`src/rtl/pcs_cfg.svh`:
```
// Constants for the clock synthesizer control block
//==========================================================================
`ifndef PCS_CFG_SVH
`define PCS_CFG_SVH

//==========================================================================
// Register map
`define PCS_CTRL_OFS 8'h00
`define PCS_CTRL_RESET 16'h3f00
`define PCS_WRITE_MASK 16'hff00
`define PCS_W_BIT 15
`define PCS_X_BIT 14
`define PCS_Y_MSB 13
`define PCS_Y_LSB 8
`define PCS_LOCK_BIT 3
`define PCS_FAST_W_MSB 13
`define PCS_FAST_W_LSB 12
`define PCS_FAST_Y_MSB 10
`define PCS_FAST_Y_LSB 8

//==========================================================================
// Timing
`define PCS_CLK_PERIOD_NS 8
`define PCS_LOCK_TIME_NS 20000
`define PCS_LOCK_CYCLES ((`PCS_LOCK_TIME_NS + `PCS_CLK_PERIOD_NS - 1) / `PCS_CLK_PERIOD_NS)
`define PCS_SETTLE_CYCLES 4
`define PCS_DIV4_LAST 2'h3
`define PCS_DIV2_LAST 2'h1

`endif

```
`src/rtl/pcs_pkg.sv`:
```
// Types shared by the clock synthesizer control block
package pcs_pkg;

    //======================================================================
    // Control register fields
    typedef struct packed {
        logic prescale_w;
        logic div_sel_x;
        logic [5:0] modulus_y;
    } pcs_ctrl_t;

    //======================================================================
    // Divider settings driven to the analog side
    typedef struct packed {
        logic [2:0] feedback_prescale;
        logic [5:0] feedback_modulus;
        logic [2:0] post_modulus;
        logic output_divide_sel;
    } pcs_divs_t;

    //======================================================================
    // Sequencer states
    typedef enum logic [1:0] {
        PCS_ST_SAMPLE,
        PCS_ST_BYPASS,
        PCS_ST_ACQUIRE,
        PCS_ST_LOCKED
    } pcs_state_t;

endpackage

```
`src/rtl/pcs_lock_timer.sv`:
```
// Lock acquisition timer, restarted on every relock request
module pcs_lock_timer #(
    parameter int LOCK_CYCLES = 2500
) (
    // Clock and reset
    input wire logic i_clock,
    input wire logic i_resetn,
    // Control
    input wire logic i_start,
    output logic o_done
);

    localparam int CW = $clog2(LOCK_CYCLES + 1);

    initial begin
        if (LOCK_CYCLES < 1) begin
            $error("pcs_lock_timer: LOCK_CYCLES must be at least 1");
        end
    end

    logic [CW-1:0] count;
    logic [CW-1:0] next_count;
    wire at_end = (count == CW'(LOCK_CYCLES));

    // Restart wins over counting so a change mid-acquisition lengthens the wait
    assign next_count = i_start ? '0 : (at_end ? count : count + CW'(1));

    always_ff @(posedge i_clock or negedge i_resetn) begin
        if (!i_resetn) begin
            count <= '0;
            o_done <= 1'b0;
        end else begin
            count <= next_count;
            o_done <= !i_start && (next_count == CW'(LOCK_CYCLES));
        end
    end

endmodule

```
`src/rtl/pcs_sync.sv`:
```
// Three-stage input synchroniser, accepting a change when stages two and three agree
module pcs_sync #(
    parameter int WIDTH = 1
) (
    // Clock and reset
    input wire logic i_clock,
    input wire logic i_resetn,
    // Data
    input wire logic [WIDTH-1:0] i_async,
    output logic [WIDTH-1:0] o_sync
);

    initial begin
        if (WIDTH < 1) begin
            $error("pcs_sync: WIDTH must be at least 1");
        end
    end

    //======================================================================
    // Per-bit stages
    genvar g;
    generate
        for (g = 0; g < WIDTH; g++) begin : g_bit
            logic stage1;
            logic stage2;
            logic stage3;
            logic agreed;
            always_ff @(posedge i_clock or negedge i_resetn) begin
                if (!i_resetn) begin
                    stage1 <= 1'b0;
                    stage2 <= 1'b0;
                    stage3 <= 1'b0;
                    agreed <= 1'b0;
                end else begin
                    stage1 <= i_async[g];
                    stage2 <= stage1;
                    stage3 <= stage2;
                    if (stage2 == stage3) begin
                        agreed <= stage3;
                    end
                end
            end
            assign o_sync[g] = agreed;
        end
    endgenerate

endmodule

```
`src/rtl/pcs_synth_ctrl.sv`:
```
// Clock synthesizer control: register, strap, lock sequencing and output divider
//
// Added by the designer: the plain strobed port and the address map.
`include "pcs_cfg.svh"
module pcs_synth_ctrl
    import pcs_pkg::*;
#(
    parameter bit FAST_REF = 1'b0,
    parameter int ADDR_WIDTH = 8,
    parameter int LOCK_CYCLES = `PCS_LOCK_CYCLES
) (
    // Clock and reset
    input wire logic i_clock,
    input wire logic i_resetn,
    // Register port
    input wire logic [ADDR_WIDTH-1:0] i_addr,
    input wire logic [15:0] i_wr_data,
    input wire logic i_wr_strobe,
    input wire logic i_rd_strobe,
    output logic [15:0] o_rd_data,
    // Pins and analog side
    input wire logic i_clock_mode_strap,
    input wire logic i_external_clock_input,
    input wire logic i_vco_locked,
    input wire logic i_reference_select,
    // Synthesizer control
    output logic o_pll_enable,
    output pcs_divs_t o_divs,
    output logic o_synth_lock_flag,
    output logic o_sys_clock_en,
    output logic o_chip_resetn
);

    initial begin
        if (ADDR_WIDTH < 8 || ADDR_WIDTH > 32) begin
            $error("pcs_synth_ctrl: ADDR_WIDTH out of range");
        end
        if (LOCK_CYCLES < 1) begin
            $error("pcs_synth_ctrl: LOCK_CYCLES must be at least 1");
        end
    end

    //======================================================================
    // Pin synchronisers
    logic [3:0] pins_sync;
    wire strap_sync = pins_sync[0];
    wire ext_clk_sync = pins_sync[1];
    wire vco_locked_sync = pins_sync[2];
    wire ref_sel_sync = pins_sync[3];

    pcs_sync #(
        .WIDTH(4)
    ) u_sync (
        .i_clock(i_clock),
        .i_resetn(i_resetn),
        .i_async({i_reference_select, i_vco_locked, i_external_clock_input,
                  i_clock_mode_strap}),
        .o_sync(pins_sync)
    );

    //======================================================================
    // Registers
    pcs_state_t state;
    pcs_state_t next_state;
    logic [15:0] ctrl_word;
    logic [2:0] settle_count;
    logic ref_sel_seen;
    logic ext_clk_prev;
    logic [1:0] div_count;
    logic released;

    //======================================================================
    // Register decode
    wire ctrl_hit = (i_addr == ADDR_WIDTH'(`PCS_CTRL_OFS));
    wire ctrl_write = i_wr_strobe && ctrl_hit;
    wire ctrl_read = i_rd_strobe && ctrl_hit;
    wire [15:0] write_value = (i_wr_data & `PCS_WRITE_MASK)
                            | (ctrl_word & ~`PCS_WRITE_MASK);

    // Lock bit never stored; written value is ignored there
    wire [15:0] read_value = (ctrl_word & `PCS_WRITE_MASK)
                           | (16'(o_synth_lock_flag) << `PCS_LOCK_BIT);
    wire [15:0] next_rd_data = ctrl_read ? read_value : 16'h0000;

    //======================================================================
    // Field views
    pcs_ctrl_t cur_f;
    pcs_ctrl_t new_f;
    assign cur_f = pcs_ctrl_t'(ctrl_word[15:8]);
    assign new_f = pcs_ctrl_t'(write_value[15:8]);

    // Feedback-path bits differ per variant; only they disturb the loop
    wire [6:0] cur_fb = FAST_REF
        ? {4'h0, ctrl_word[`PCS_W_BIT], ctrl_word[`PCS_FAST_W_MSB:`PCS_FAST_W_LSB]}
        : {cur_f.prescale_w, cur_f.modulus_y};
    wire [6:0] new_fb = FAST_REF
        ? {4'h0, write_value[`PCS_W_BIT], write_value[`PCS_FAST_W_MSB:`PCS_FAST_W_LSB]}
        : {new_f.prescale_w, new_f.modulus_y};
    wire fb_changed = ctrl_write && (new_fb != cur_fb);

    // Reference switch changes the other comparator input
    wire ref_changed = (ref_sel_sync != ref_sel_seen);

    wire pll_mode = (state == PCS_ST_ACQUIRE) || (state == PCS_ST_LOCKED);
    wire relock = pll_mode && (fb_changed || ref_changed);

    //======================================================================
    // Lock timer
    logic timer_done;
    // A lost lock must wait the full acquisition again, like any relock
    wire lock_lost = (state == PCS_ST_LOCKED) && !vco_locked_sync;
    wire timer_start = relock || lock_lost || (state == PCS_ST_SAMPLE);

    pcs_lock_timer #(
        .LOCK_CYCLES(LOCK_CYCLES)
    ) u_timer (
        .i_clock(i_clock),
        .i_resetn(i_resetn),
        .i_start(timer_start),
        .o_done(timer_done)
    );

    //======================================================================
    // Sequencer
    wire settled = (settle_count == 3'(`PCS_SETTLE_CYCLES));
    wire acquired = timer_done && vco_locked_sync && !relock;

    always_comb begin
        next_state = state;
        case (state)
            PCS_ST_SAMPLE: begin
                if (settled) begin
                    // Strap caught once after reset release
                    next_state = strap_sync ? PCS_ST_ACQUIRE : PCS_ST_BYPASS;
                end
            end
            PCS_ST_BYPASS: begin
                next_state = PCS_ST_BYPASS;
            end
            PCS_ST_ACQUIRE: begin
                if (acquired) begin
                    next_state = PCS_ST_LOCKED;
                end
            end
            PCS_ST_LOCKED: begin
                if (relock || !vco_locked_sync) begin
                    next_state = PCS_ST_ACQUIRE;
                end
            end
            default: begin
                next_state = PCS_ST_SAMPLE;
            end
        endcase
    end

    wire next_lock_flag = (next_state == PCS_ST_LOCKED);
    // Chip reset released on first lock, or at once in bypass; later relocks keep it
    wire next_released = released || next_lock_flag || (next_state == PCS_ST_BYPASS);

    //======================================================================
    // Output divider model
    wire next_x = ctrl_write ? new_f.div_sel_x : cur_f.div_sel_x;
    wire [1:0] div_last = next_x ? `PCS_DIV2_LAST : `PCS_DIV4_LAST;
    // Terminal count is compared, not loaded, so a divide change acts at once
    wire div_wrap = (div_count >= div_last);
    wire [1:0] next_div_count = div_wrap ? 2'h0 : div_count + 2'h1;
    wire ext_edge = ext_clk_sync && !ext_clk_prev;
    wire next_sys_en = (next_state == PCS_ST_BYPASS) ? ext_edge
                     : (pll_mode && div_wrap);

    //======================================================================
    // Divider fields to the analog side
    pcs_divs_t next_divs;
    wire [15:0] next_word = ctrl_write ? write_value : ctrl_word;
    // Analog side sees the reset register's dividers during reset, not zeros
    localparam logic [15:0] CTRL_RST = `PCS_CTRL_RESET;
    localparam pcs_divs_t DIVS_RST = FAST_REF
        ? pcs_divs_t'({CTRL_RST[`PCS_W_BIT], CTRL_RST[`PCS_FAST_W_MSB:`PCS_FAST_W_LSB], 6'h00,
                       CTRL_RST[`PCS_FAST_Y_MSB:`PCS_FAST_Y_LSB], CTRL_RST[`PCS_X_BIT]})
        : pcs_divs_t'({2'h0, CTRL_RST[`PCS_W_BIT], CTRL_RST[`PCS_Y_MSB:`PCS_Y_LSB], 3'h0,
                       CTRL_RST[`PCS_X_BIT]});
    always_comb begin
        next_divs = '0;
        next_divs.output_divide_sel = next_word[`PCS_X_BIT];
        if (FAST_REF) begin
            // f = fref/128 * 4(Y+1) * 2^(2W+X)
            next_divs.feedback_prescale = {next_word[`PCS_W_BIT],
                                           next_word[`PCS_FAST_W_MSB:`PCS_FAST_W_LSB]};
            next_divs.post_modulus = next_word[`PCS_FAST_Y_MSB:`PCS_FAST_Y_LSB];
        end else begin
            // f = 4 fref (Y+1) 2^(2W+X)
            next_divs.feedback_prescale = {2'h0, next_word[`PCS_W_BIT]};
            next_divs.feedback_modulus = next_word[`PCS_Y_MSB:`PCS_Y_LSB];
        end
    end

    //======================================================================
    // State and register flops
    always_ff @(posedge i_clock or negedge i_resetn) begin
        if (!i_resetn) begin
            state <= PCS_ST_SAMPLE;
            ctrl_word <= `PCS_CTRL_RESET;
            settle_count <= 3'h0;
            ref_sel_seen <= 1'b0;
            ext_clk_prev <= 1'b0;
            div_count <= 2'h0;
            released <= 1'b0;
        end else begin
            state <= next_state;
            if (ctrl_write) begin
                ctrl_word <= write_value;
            end
            if (!settled) begin
                settle_count <= settle_count + 3'h1;
            end
            ref_sel_seen <= ref_sel_sync;
            ext_clk_prev <= ext_clk_sync;
            div_count <= next_div_count;
            released <= next_released;
        end
    end

    //======================================================================
    // Output flops
    always_ff @(posedge i_clock or negedge i_resetn) begin
        if (!i_resetn) begin
            o_rd_data <= 16'h0000;
            o_pll_enable <= 1'b0;
            o_divs <= DIVS_RST;
            o_synth_lock_flag <= 1'b0;
            o_sys_clock_en <= 1'b0;
            o_chip_resetn <= 1'b0;
        end else begin
            o_rd_data <= next_rd_data;
            o_pll_enable <= (next_state != PCS_ST_BYPASS) && (next_state != PCS_ST_SAMPLE);
            o_divs <= next_divs;
            o_synth_lock_flag <= next_lock_flag;
            o_sys_clock_en <= next_sys_en;
            o_chip_resetn <= next_released;
        end
    end

endmodule

```
`config.mk`:
```
export PLATFORM = sky130hd
export DESIGN_NAME = pcs_synth_ctrl
export DESIGN_NICKNAME = d
export VERILOG_FILES = /design/src/rtl/pcs_pkg.sv /design/src/rtl/pcs_lock_timer.sv /design/src/rtl/pcs_sync.sv /design/src/rtl/pcs_synth_ctrl.sv
export VERILOG_INCLUDE_DIRS = /design/src /design/src/rtl
export SDC_FILE = /design/constraint.sdc
export NUM_CORES = 1
export LEC_CHECK = 0
export BUFFER_PORTS_ARGS = -buffer_cell sky130_fd_sc_hd__buf_2
export CAP_MARGIN = 30
export CORE_AREA = 10 10 88 90
export CTS_CLUSTER_DIAMETER = 40
export DETAILED_ROUTE_END_ITERATION = 6
export DIE_AREA = 0 0 98 100
export PLACE_DENSITY_LB_ADDON = 0.25
export SYNTH_ARGS = -nofsm -noshare
export SYNTH_HDL_FRONTEND = slang
export SYNTH_HIERARCHICAL = 1
export SYNTH_SLANG_ARGS = --single-unit
```
`constraint.sdc`:
```
create_clock -name i_clock -period 2.3 [get_ports i_clock]
set_clock_uncertainty 0.2 [all_clocks]
set_input_delay 0 -clock i_clock [delete_from_list [all_inputs] [get_ports i_clock]]
set_output_delay 0 -clock i_clock [all_outputs]
set_load 0.005 [all_outputs]
```
==> results of run 1 <==
per-stage QoR:
step	instances	setup slack [ns]	util, %	setup TNS [ns]
finish	407	-0.118	59.9	-0.118
detailed placement	368	-0.129	51.7	-0.129
floorplan	243	0.0143	-	0
global route	407	-0.209	59.9	-0.209
global placement	368	-0.0565	51.7	-0.0565
CTS	406	-0.0674	59.2	-0.0674
repair_timing:
item,4_1_cts,5_1_grt
hold endpoints to repair,58,0
setup endpoints to repair,1,1
pin swaps,1,6
hold buffers,22,0
gates resized for setup,1,6
buffers inserted,1,2
sequential cells by signal, indices dropped and copies added (netlist names):
name                 cells
u_timer/count           12
o_rd_data                9
o_divs                   5
u_sync/g_bit.agreed      4
u_sync/g_bit.stage1      4
u_sync/g_bit.stage2      4
u_sync/g_bit.stage3      4
ctrl_word                3
settle_count             3
div_count                2
state                    2
ext_clk_prev             1
o_chip_resetn            1
o_pll_enable             1
o_synth_lock_flag        1
o_sys_clock_en           1
ref_sel_seen             1
u_timer/o_done           1
power by group through the flow:
stage / combinational [mW] / clock (mW) / sequential [mW]
2_1_floorplan: 0.244 / 0 / 1.17
3_3_place_gp: 0.345 / 0 / 1.19
3_5_place_dp: 0.356 / 0 / 1.19
4_1_cts: 0.391 / 1.09 / 1.17
5_1_grt: 0.453 / 1.14 / 1.18
6_report: 0.405 / 1.06 / 1.17
cell type report:
class / instances / area, µm² / area share, %
flip-flops and latches: 59 / 1480 / 40.4
repair buffers: 95 / 674 / 18.4
multi-input cells: 151 / 1150 / 31.4
well taps: 77 / 96.3 / 2.62
clock inverters: 4 / 73.8 / 2.01
clock buffers: 11 / 151 / 4.12
inverters: 10 / 37.5 / 1.02
logic make-up (layout without fill, tap and decap cells):
family                     Yosys count  after routing  share of synthesized area, %
AOI/OAI and AO/OA                   23             23                          5.68
other                                1             12                         0.135
xor gates and xnor gates            16             16                          5.05
buffers and inverters               33            120                          7.79
and+or+nand+nor                     79             79                          19.3
muxes                               12             12                          4.73
adders and majority gates            9              9                          3.87
DFF                                 59             59                          53.4
placed cells by master, fill, tap and decap left out, types with 6 or more instances in the layout:
cell type	n
nor2_1	22
buf_2	44
xor2_1	10
dfstp_2	6
a21oi_1	6
dlygate4sd3_1	22
clkbuf_8	11
dfrtp_1	53
nand2_1	8
nor3_1	6
and2_1	9
conb_1	12
buf_4	27
mux2_2	8
inv_1	10
worst min-delay path by stage:
stage / from / endpoint / slack [ns]
detailed placement: i_resetn / u_sync/g_bit[3].agreed$_DFFE_PN0N_ / -0.12
CTS: i_rd_strobe / o_rd_data[3]$_DFF_PN0_ / 0.002
global placement: i_resetn / ref_sel_seen$_DFF_PN0_ / -0.13
floorplan: i_resetn / ctrl_word[14]$_DFF_PN0_ / -0.50
global route: i_rd_strobe / o_rd_data[3]$_DFF_PN0_ / 0.03
finish: i_rd_strobe / o_rd_data[3]$_DFF_PN0_ / 0.01
critical path: cells and delay by family (launching register included):
family | cells | cell delay (ns)
compound gates | 3 | 0.60
xor+xnor | 1 | 0.24
buf+inv | 1 | 0.14
flops | 1 | 0.53
mux | 1 | 0.32
simple gates | 3 | 0.33
per-layer routing:
layer	global-route usage, %	part of all wire [%]	vias up
met3	4.40	7.7	6
met2	19.0	48	58
met1	14.4	43	983
met4	5.70	1.5	0
met5	0	0	-
li1	-	-	952
==> flow_metrics.env, run 1 <==
export IMPL_status="finished with violations"
export IMPL_violations="negative setup slack"
export IMPL_r2r_end="u_timer/o_done$_DFF_PN0_"
export IMPL_reg2regPathDepth=9
export IMPL_clockPowerShare_pct=40.2
export IMPL_io_pins=65
export IMPL_setup_violations=1
export IMPL_die_area_um2=9800
export IMPL_hpwl_um=4160
export IMPL_slew_violations=0
export IMPL_ys_warn_count=6
export IMPL_cpMaxStageDelayCell="dfstp_2"
export IMPL_cts_buffers=9
export IMPL_ys_ff_latch=59
export IMPL_crit_path_end="u_timer/o_done$_DFF_PN0_"
export IMPL_ys_top_cells_by_area="dfrtp_1, dfstp_2, buf_4, xor2_1, nor4_4"
export IMPL_hold_violations=0
export IMPL_fmax_mhz=413
export IMPL_synth_top_cell_by_area="dfrtp_1"
export IMPL_gp_congestion=0.818
export IMPL_area_growth_pct=32.2
export IMPL_drive_above_1_share_pct=38.2
export IMPL_required_ns=2.37
export IMPL_dpl_cell_area_um2=3170
export IMPL_fin_nets=363
export IMPL_synthCells=232
export IMPL_seq_area_frac_synth_pct=53.4
export IMPL_rsz0062_at_grt="yes"
export IMPL_cp_cell_sequence="xor2_1 > nor4_4 > a21oi_2 > o31a_1 > buf_4 > nor2_1 > mux2_1 > a311oi_1 > and4_1"
export IMPL_r2r_start="o_divs[5]$_DFFE_PN1N_"
export IMPL_clk_pin_slew_ns=0.07
export IMPL_dr_first_iter_drc_count=46
export IMPL_power_density_nw_per_um2=718
export IMPL_synthArstFlopShare_pct=100
export IMPL_cp_start_kind="flip-flop"
export IMPL_yosysUniqueCellTypes=50
export IMPL_ant_nets=0
export IMPL_fp_coreArea_um2=6130
export IMPL_insertion_delay_ns=0.33
export IMPL_clock_root_buffer="clkbuf_8"
export IMPL_p_leak_nw=1.75
export IMPL_cts_htree_levels=3
export IMPL_tightestPinTransition_ns=0.676
export IMPL_cts_path_max_buffers=2
export IMPL_whs_path_depth=3
export IMPL_rrSetupSlack_ns=-0.12
export IMPL_relSlewSlack_pct=54.9
export IMPL_yosysTopAreaCellShare_pct=47.7
export IMPL_synth_flop_cell="dfrtp_1"
export IMPL_vias=1999
export IMPL_cp_max_fo=4
export IMPL_synthesis_area_um2=2780
export IMPL_final_cell_area_um2=3670
export IMPL_wl_um=5760
export IMPL_hp_class="input port to flip-flop"
export IMPL_p_int_mw=1.97
export IMPL_power_total_mw=2.63
export IMPL_yosys_top_cells_count="dfrtp_1, nor2_1, buf_4, xor2_1, inv_1"
export IMPL_wl_per_cell_um=14.2
export IMPL_start_util_pct=45.3
export IMPL_arrival_ns=2.49
export IMPL_peakVddDrop_uv=367
export IMPL_antenna_cells=0
export IMPL_clock_sinks=59
export IMPL_grt_ovfl_total=0
export IMPL_path_class="flip-flop to flip-flop"
export IMPL_port_buffers=44
export IMPL_grt_pass1_vias=2018
export IMPL_synth_edf_count=0
export IMPL_grt_max_degree=31
export IMPL_grt_pass1_wl_um=9730
export IMPL_min_period_over_period_pct=105
export IMPL_fin_crit_ns=2.42
export IMPL_power_frac_seq_pct=44.5
export IMPL_hold_slack_ns=0.0118
export IMPL_pwr_share_comb_pct=15.4
export IMPL_rows=29
export IMPL_track_usage_pct=12.1
export IMPL_endpoint_kind="flip-flop"
export IMPL_firstDrtPassIters=4
export IMPL_max_stage_delay_ns=0.53
export IMPL_cap_violations=0
export IMPL_syn_area_per_cell_um2=12.0
export IMPL_via_per_inst=4.91
export IMPL_p_sw_mw=0.669
export IMPL_antenna_found_initial=0
export IMPL_swShare_pct=25.4
export IMPL_tritoncts="built"
export IMPL_fillers=496
export IMPL_synth_most_common_cell="dfrtp_1"
export IMPL_dieWidth_um=98
export IMPL_fp_dieH_um=100
export IMPL_drcViolationCount=0
export IMPL_startpoint="o_divs[5]$_DFFE_PN1N_"
export IMPL_finalWorstSetupSlack_ns=-0.118
(Power assumes the default switching activity.)
==> inputs of run 2 (changes only) <==
--- a/config.mk
+++ b/config.mk
@@ -7,7 +7,6 @@
 export NUM_CORES = 1
 export LEC_CHECK = 0
 export BUFFER_PORTS_ARGS = -buffer_cell sky130_fd_sc_hd__buf_2
-export CAP_MARGIN = 30
 export CORE_AREA = 10 10 88 90
 export CTS_CLUSTER_DIAMETER = 40
 export DETAILED_ROUTE_END_ITERATION = 6
==> constraint.sdc (replaced) <==
create_clock -name i_clock -period 2 [get_ports i_clock]
set_clock_uncertainty 0.2 [all_clocks]
set_input_delay 0 -clock i_clock [delete_from_list [all_inputs] [get_ports i_clock]]
set_output_delay 0 -clock i_clock [all_outputs]
set_load 0.005 [all_outputs]
==> run 2 against run 1 <==
Against the previous run:
- the run ends with negative hold slack, negative setup slack left
- via count increased by 1.9%
- first-iteration DRC count increased by 43%
- wire length increased by 4.3%
- die area unchanged
- final area increased by 6.5%
- maximum frequency increased by 0.79%
- combinational power increased by 41%
- utilization increased by 3.9 points
- global-route usage increased by 0.85 points
- sequential power increased by 14%
- cell count increased by 4.9%
- critical path depth decreased by 1
- critical endpoint unchanged
- largest power group unchanged
==> flow_metrics.env, run 2 (synthesis results as in run 1) <==
export IMPL_peakVddDrop_uv=421
export IMPL_dr_first_iter_drc_count=66
export IMPL_hpwl_um=4260
export IMPL_violations="negative hold slack, negative setup slack"
export IMPL_endpoint_kind="flip-flop"
export IMPL_firstDrtPassIters=4
export IMPL_fin_crit_ns=2.40
export IMPL_start_util_pct=45.3
export IMPL_power_total_mw=3.08
export IMPL_grt_pass1_vias=2212
export IMPL_fin_nets=382
export IMPL_drcViolationCount=0
export IMPL_rsz0062_at_grt="yes"
export IMPL_top_regs="u_timer/count (12), o_rd_data (9), o_divs (5)"
export IMPL_regMostFlops="u_timer/count"
export IMPL_fp_dieH_um=100
export IMPL_cp_start_kind="flip-flop"
export IMPL_port_buffers=44
export IMPL_required_ns=2.05
export IMPL_ant_nets=0
export IMPL_hold_violations=2
export IMPL_tightestPinTransition_ns=0.573
export IMPL_postCtsHoldBufs=21
export IMPL_fmax_mhz=417
export IMPL_antenna_found_initial=0
export IMPL_die_area_um2=9800
export IMPL_area_growth_pct=40.7
export IMPL_arrival_ns=2.45
export IMPL_whs_path_depth=4
export IMPL_hp_class="input port to flip-flop"
export IMPL_hold_slack_ns=-0.0539
export IMPL_slew_violations=0
export IMPL_gp_congestion=0.844
export IMPL_cts_htree_levels=3
export IMPL_min_period_over_period_pct=120
export IMPL_vias=2036
export IMPL_wl_per_cell_um=14.1
export IMPL_final_common_cell="dfrtp_1"
export IMPL_reg2regPathDepth=8
export IMPL_cap_violations=0
export IMPL_largest_reg_flops=12
export IMPL_dpl_cell_area_um2=3310
export IMPL_pre_cts_ws_ns=-0.380
export IMPL_p_leak_nw=1.84
export IMPL_clock_sinks=59
export IMPL_via_per_inst=4.77
export IMPL_final_cell_mix="dfrtp_1, buf_2, buf_4"
export IMPL_antenna_cells=0
export IMPL_insertion_delay_ns=0.32
export IMPL_track_usage_pct=12.9
export IMPL_grt_ovfl_total=0
export IMPL_fp_coreArea_um2=6130
export IMPL_tritoncts="built"
export IMPL_grt_max_degree=36
export IMPL_clock_root_buffer="clkbuf_8"
export IMPL_fillers=479
export IMPL_rows=29
export IMPL_setup_violations=8
export IMPL_status="finished with violations"
export IMPL_clk_pin_slew_ns=0.06
export IMPL_finalWorstSetupSlack_ns=-0.399
export IMPL_cp_max_fo=7
export IMPL_grt_pass1_wl_um=10400
export IMPL_dieWidth_um=98
export IMPL_power_density_nw_per_um2=788
export IMPL_cts_buffers=9
export IMPL_wl_um=6010
export IMPL_relSlewSlack_pct=61.8
export IMPL_cts_path_max_buffers=2
export IMPL_final_cell_area_um2=3910
export IMPL_io_pins=65
export IMPL_path_class="flip-flop to flip-flop"
export IMPL_drive_above_1_share_pct=45.1
run 2: cell count changes in the layout (fill, tap and decap cells not counted), moves of 2 or more:
cell      change
buf_6         +4
nor3_4        +4
xor2_1        -3
buf_4        +16
nor2_2        +3
nor3_1        -3
nor2_1        -3
clkbuf_1      +2
xor2_2        +3
run 2: timing repair:
item | 4_1_cts | 5_1_grt
endpoints found under the setup margin | 10 | 13
hold endpoints to repair | 68 | 1
resized for setup | 23 | 10
pin swaps | 8 | 8
setup buffers | 6 | 4
run 2: worst paths after layout:
path	startpoint	end	slack (ns)
setup / recovery	o_divs[5]$_DFFE_PN1N_	u_timer/o_done$_DFF_PN0_	-0.40
hold reg to reg	u_sync/g_bit[1].stage1$_DFF_PN0_	u_sync/g_bit[1].stage2$_DFF_PN0_	0.15
min in group asynchronous	i_resetn	u_sync/g_bit[3].stage3$_DFF_PN0_	0
hold / removal	i_wr_strobe	o_synth_lock_flag$_DFF_PN0_	-0.05
max in group asynchronous	i_resetn	o_divs[7]$_DFFE_PN1N_	0.94
setup reg to reg	o_divs[5]$_DFFE_PN1N_	u_timer/o_done$_DFF_PN0_	-0.40
run 2: worst max-delay path, cell delays in order, from the launching register on:
cell,delay [ns]
dfstp_2,0.56
xor2_2,0.08
nor4_4,0.30
a21oi_2,0.10
o31a_1,0.33
and2b_1,0.24
mux2i_2,0.08
a311oi_1,0.23
and4_1,0.22
run 2: cell type report:
| cell class | instances | area [µm²] | share of cell area [%] |
|---|---|---|---|
| Clock buffer | 12 | 145 | 3.71 |
| Timing Repair Buffer | 114 | 830 | 21.2 |
| Tap cell | 77 | 96.3 | 2.46 |
| Clock inverter | 4 | 73.8 | 1.89 |
| Inverter | 10 | 37.5 | 0.960 |
| Sequential cell | 59 | 1480 | 38.0 |
| Multi-Input combinational cell | 151 | 1240 | 31.8 |
run 2: layer usage:
metal,track usage (%),share of wire (%)
met2,20.2,47
met4,4.81,1.5
met1,15.6,44
met3,5.49,7.4
met5,0,0
run 2: per-stage QoR:
stage,TNS (ns),util [%],instances
floorplan,-0.227,-,243
global placement,-0.707,53.9,385
detailed placement,-0.957,53.9,385
CTS,-1.88,63.3,427
global route,-2.19,63.7,427
finish,-1.39,63.7,427
run 2: report_power, final:
group	internal (mW)	total [mW]	leakage [nW]	switching, mW
Sequential	1.28	1.33	0.734	0.0549
Clock	0.737	1.18	0.111	0.440
Combinational	0.285	0.573	0.991	0.288
==> inputs of run 3 (changes only) <==
--- a/config.mk
+++ b/config.mk
@@ -7,10 +7,10 @@
 export NUM_CORES = 1
 export LEC_CHECK = 0
 export BUFFER_PORTS_ARGS = -buffer_cell sky130_fd_sc_hd__buf_2
-export CORE_AREA = 10 10 88 90
+export CORE_AREA = 2 2 80 82
 export CTS_CLUSTER_DIAMETER = 40
 export DETAILED_ROUTE_END_ITERATION = 6
-export DIE_AREA = 0 0 98 100
+export DIE_AREA = 0 0 82 84
 export PLACE_DENSITY_LB_ADDON = 0.25
 export SYNTH_ARGS = -nofsm -noshare
 export SYNTH_HDL_FRONTEND = slang
==> constraint.sdc (replaced) <==
create_clock -name i_clock -period 2.3 [get_ports i_clock]
set_clock_uncertainty 0.2 [all_clocks]
set_input_delay 0 -clock i_clock [delete_from_list [all_inputs] [get_ports i_clock]]
set_output_delay 0 -clock i_clock [all_outputs]
set_load 0.005 [all_outputs]
==> run 3 against run 2 <==
Against the previous run:
- die area decreased by 30%
- final area decreased by 7.2%
- first-iteration DRC count increased by 110%
- setup slack improved by 0.30 ns
- wire length decreased by 12%
- critical path depth unchanged
- clock power decreased by 13%
- the flow finishes with violations (negative setup slack)
- combinational power decreased by 29%
- sequential share of layout area increased by 3.0 points
- utilization decreased by 4.3 points
- cell count decreased by 4.9%
==> flow_metrics.env, run 3 (synthesis results as in run 1) <==
export IMPL_startpoint="ctrl_word[13]$_DFFE_PN1N_"
export IMPL_antenna_cells=0
export IMPL_hpwl_um=3740
export IMPL_gp_congestion=0.788
export IMPL_r2r_start="ctrl_word[13]$_DFFE_PN1N_"
export IMPL_wl_met2_um=2610
export IMPL_antenna_found_initial=0
export IMPL_wl_per_cell_um=13.1
export IMPL_io_pins=65
export IMPL_firstDrtPassIters=4
export IMPL_fin_nets=361
export IMPL_wl_um=5310
export IMPL_start_util_pct=45.6
export IMPL_crit_path_end="u_timer/o_done$_DFF_PN0_"
export IMPL_drive_above_1_share_pct=36.2
export IMPL_dieWidth_um=82
export IMPL_die_area_um2=6890
export IMPL_path_class="flip-flop to flip-flop"
export IMPL_final_cell_mix="dfrtp_1, buf_2, buf_4"
export IMPL_violations="negative setup slack"
export IMPL_post_cts_buffers=0
export IMPL_relSlewSlack_pct=59.0
export IMPL_fillers=508
export IMPL_cp_max_fo=6
export IMPL_grt_pass1_vias=1967
export IMPL_seq_area_um2=1480
export IMPL_grt_max_degree=35
export IMPL_cts_buffers=9
export IMPL_regMostFlops="u_timer/count"
export IMPL_cts_path_max_buffers=2
export IMPL_rows=29
export IMPL_wl_met1_um=2280
export IMPL_grt_ovfl_total=0
export IMPL_hp_class="input port to asynchronous set/reset pin"
export IMPL_slew_violations=0
export IMPL_port_buffers=44
export IMPL_reg2regPathDepth=8
export IMPL_p_leak_nw=1.73
export IMPL_dr_wl_met3_um=334
export IMPL_multi_input_area_um2=1130
export IMPL_cts_htree_levels=3
export IMPL_tritoncts="built"
export IMPL_numPlacedInstances=367
export IMPL_fin_crit_ns=2.40
export IMPL_endpoint_kind="flip-flop"
export IMPL_area_growth_pct=30.5
export IMPL_clock_root_buffer="clkbuf_8"
export IMPL_largest_reg_flops=12
export IMPL_via_per_inst=4.83
export IMPL_dr_first_iter_drc_count=139
export IMPL_cp_start_kind="flip-flop"
export IMPL_top_regs="u_timer/count (12), o_rd_data (9), o_divs (5)"
export IMPL_r2r_end="u_timer/o_done$_DFF_PN0_"
export IMPL_tightestPinTransition_ns=0.615
export IMPL_track_usage_pct=17.0
export IMPL_power_density_nw_per_um2=715
export IMPL_fmax_mhz=417
export IMPL_final_common_cell="dfrtp_1"
export IMPL_fp_coreArea_um2=6100
export IMPL_ant_nets=0
export IMPL_grt_pass1_wl_um=8740
export IMPL_min_period_over_period_pct=104
export IMPL_peakVddDrop_uv=377
export IMPL_pre_cts_ws_ns=-0.128
export IMPL_rrSetupSlack_ns=-0.1
export IMPL_cap_violations=0
export IMPL_insertion_delay_ns=0.33
export IMPL_status="finished with violations"
export IMPL_finalWorstSetupSlack_ns=-0.0963
export IMPL_rsz0062_at_grt="yes"
export IMPL_clk_pin_slew_ns=0.07
export IMPL_hold_violations=0
export IMPL_setup_violations=1
export IMPL_required_ns=2.36
export IMPL_drcViolationCount=0
export IMPL_fp_dieH_um=84
export IMPL_top_layer="met4"
export IMPL_arrival_ns=2.46
export IMPL_vias=1961
export IMPL_clock_sinks=59
export IMPL_final_cell_count_no_fill=406
==> run 3: timing repair <==
action / in CTS / in global routing
pin swaps: 1 / 0
resized for setup: 1 / 1
setup endpoints to repair: 1 / 4
endpoints found under the hold margin: 81 / 0
hold buffers: 23 / 0
==> run 3: metal layers <==
| metal | GRT usage (%) | vias to the layer above |
|---|---|---|
| met5 | 0 | - |
| met4 | 6.82 | 0 |
| met3 | 4.98 | 11 |
| met2 | 26.8 | 56 |
| met1 | 21.6 | 938 |
| li1 | - | 956 |
==> run 3: worst min-delay path by stage <==
| stage | endpoint | start | slack (ns) | cells after the start |
|---|---|---|---|---|
| floorplan | ctrl_word[14]$_DFF_PN0_ | i_resetn | -0.50 | 0 |
| global placement | ref_sel_seen$_DFF_PN0_ | i_resetn | -0.15 | 1 |
| detailed placement | ref_sel_seen$_DFF_PN0_ | i_resetn | -0.16 | 1 |
| CTS | ref_sel_seen$_DFF_PN0_ | i_resetn | 0.01 | 2 |
| global route | ref_sel_seen$_DFF_PN0_ | i_resetn | 0.05 | 2 |
| finish | ref_sel_seen$_DFF_PN0_ | i_resetn | 0.004 | 2 |
==> run 3: layout make-up <==
type | instances | area share (%)
clock buffers | 12 | 4.00
clock inverters | 4 | 2.04
inverters | 10 | 1.04
multi-input cells | 151 | 31.2
flip-flops and latches | 59 | 40.9
well taps | 77 | 2.66
repair buffers | 93 | 18.2
==> run 3: power breakdown <==
part	total [mW]	switching [mW]	internal, mW	leakage (nW)
Combinational	0.405	0.216	0.189	0.884
Clock	1.03	0.390	0.640	0.111
Sequential	1.16	0.0480	1.11	0.734
Total	2.59	0.654	1.94	1.73
==> run 3: worst max-delay path, cell delays in order, from the launching register on <==
cell and delay [ns]:
dfstp_2 0.56, xor2_1 0.23, nor4_4 0.09, a21oi_2 0.17, o31a_1 0.25, nor2_1 0.08, mux2_1 0.31, a311oi_1 0.24
and4_1 0.21
==> run 3: metrics by stage <==
stage               utilization, %  setup TNS (ns)  area [µm²]  power, mW  hold slack (ns)
floorplan                        -               0        2820       1.42           -0.496
finish                        59.5         -0.0963        3630       2.59          0.00399
global placement              51.9         -0.0476        3160       1.54           -0.151
detailed placement            51.9          -0.128        3160       1.55           -0.157
global route                  59.5          -0.324        3630       2.74           0.0538
CTS                           59.4          -0.113        3620       2.63           0.0103
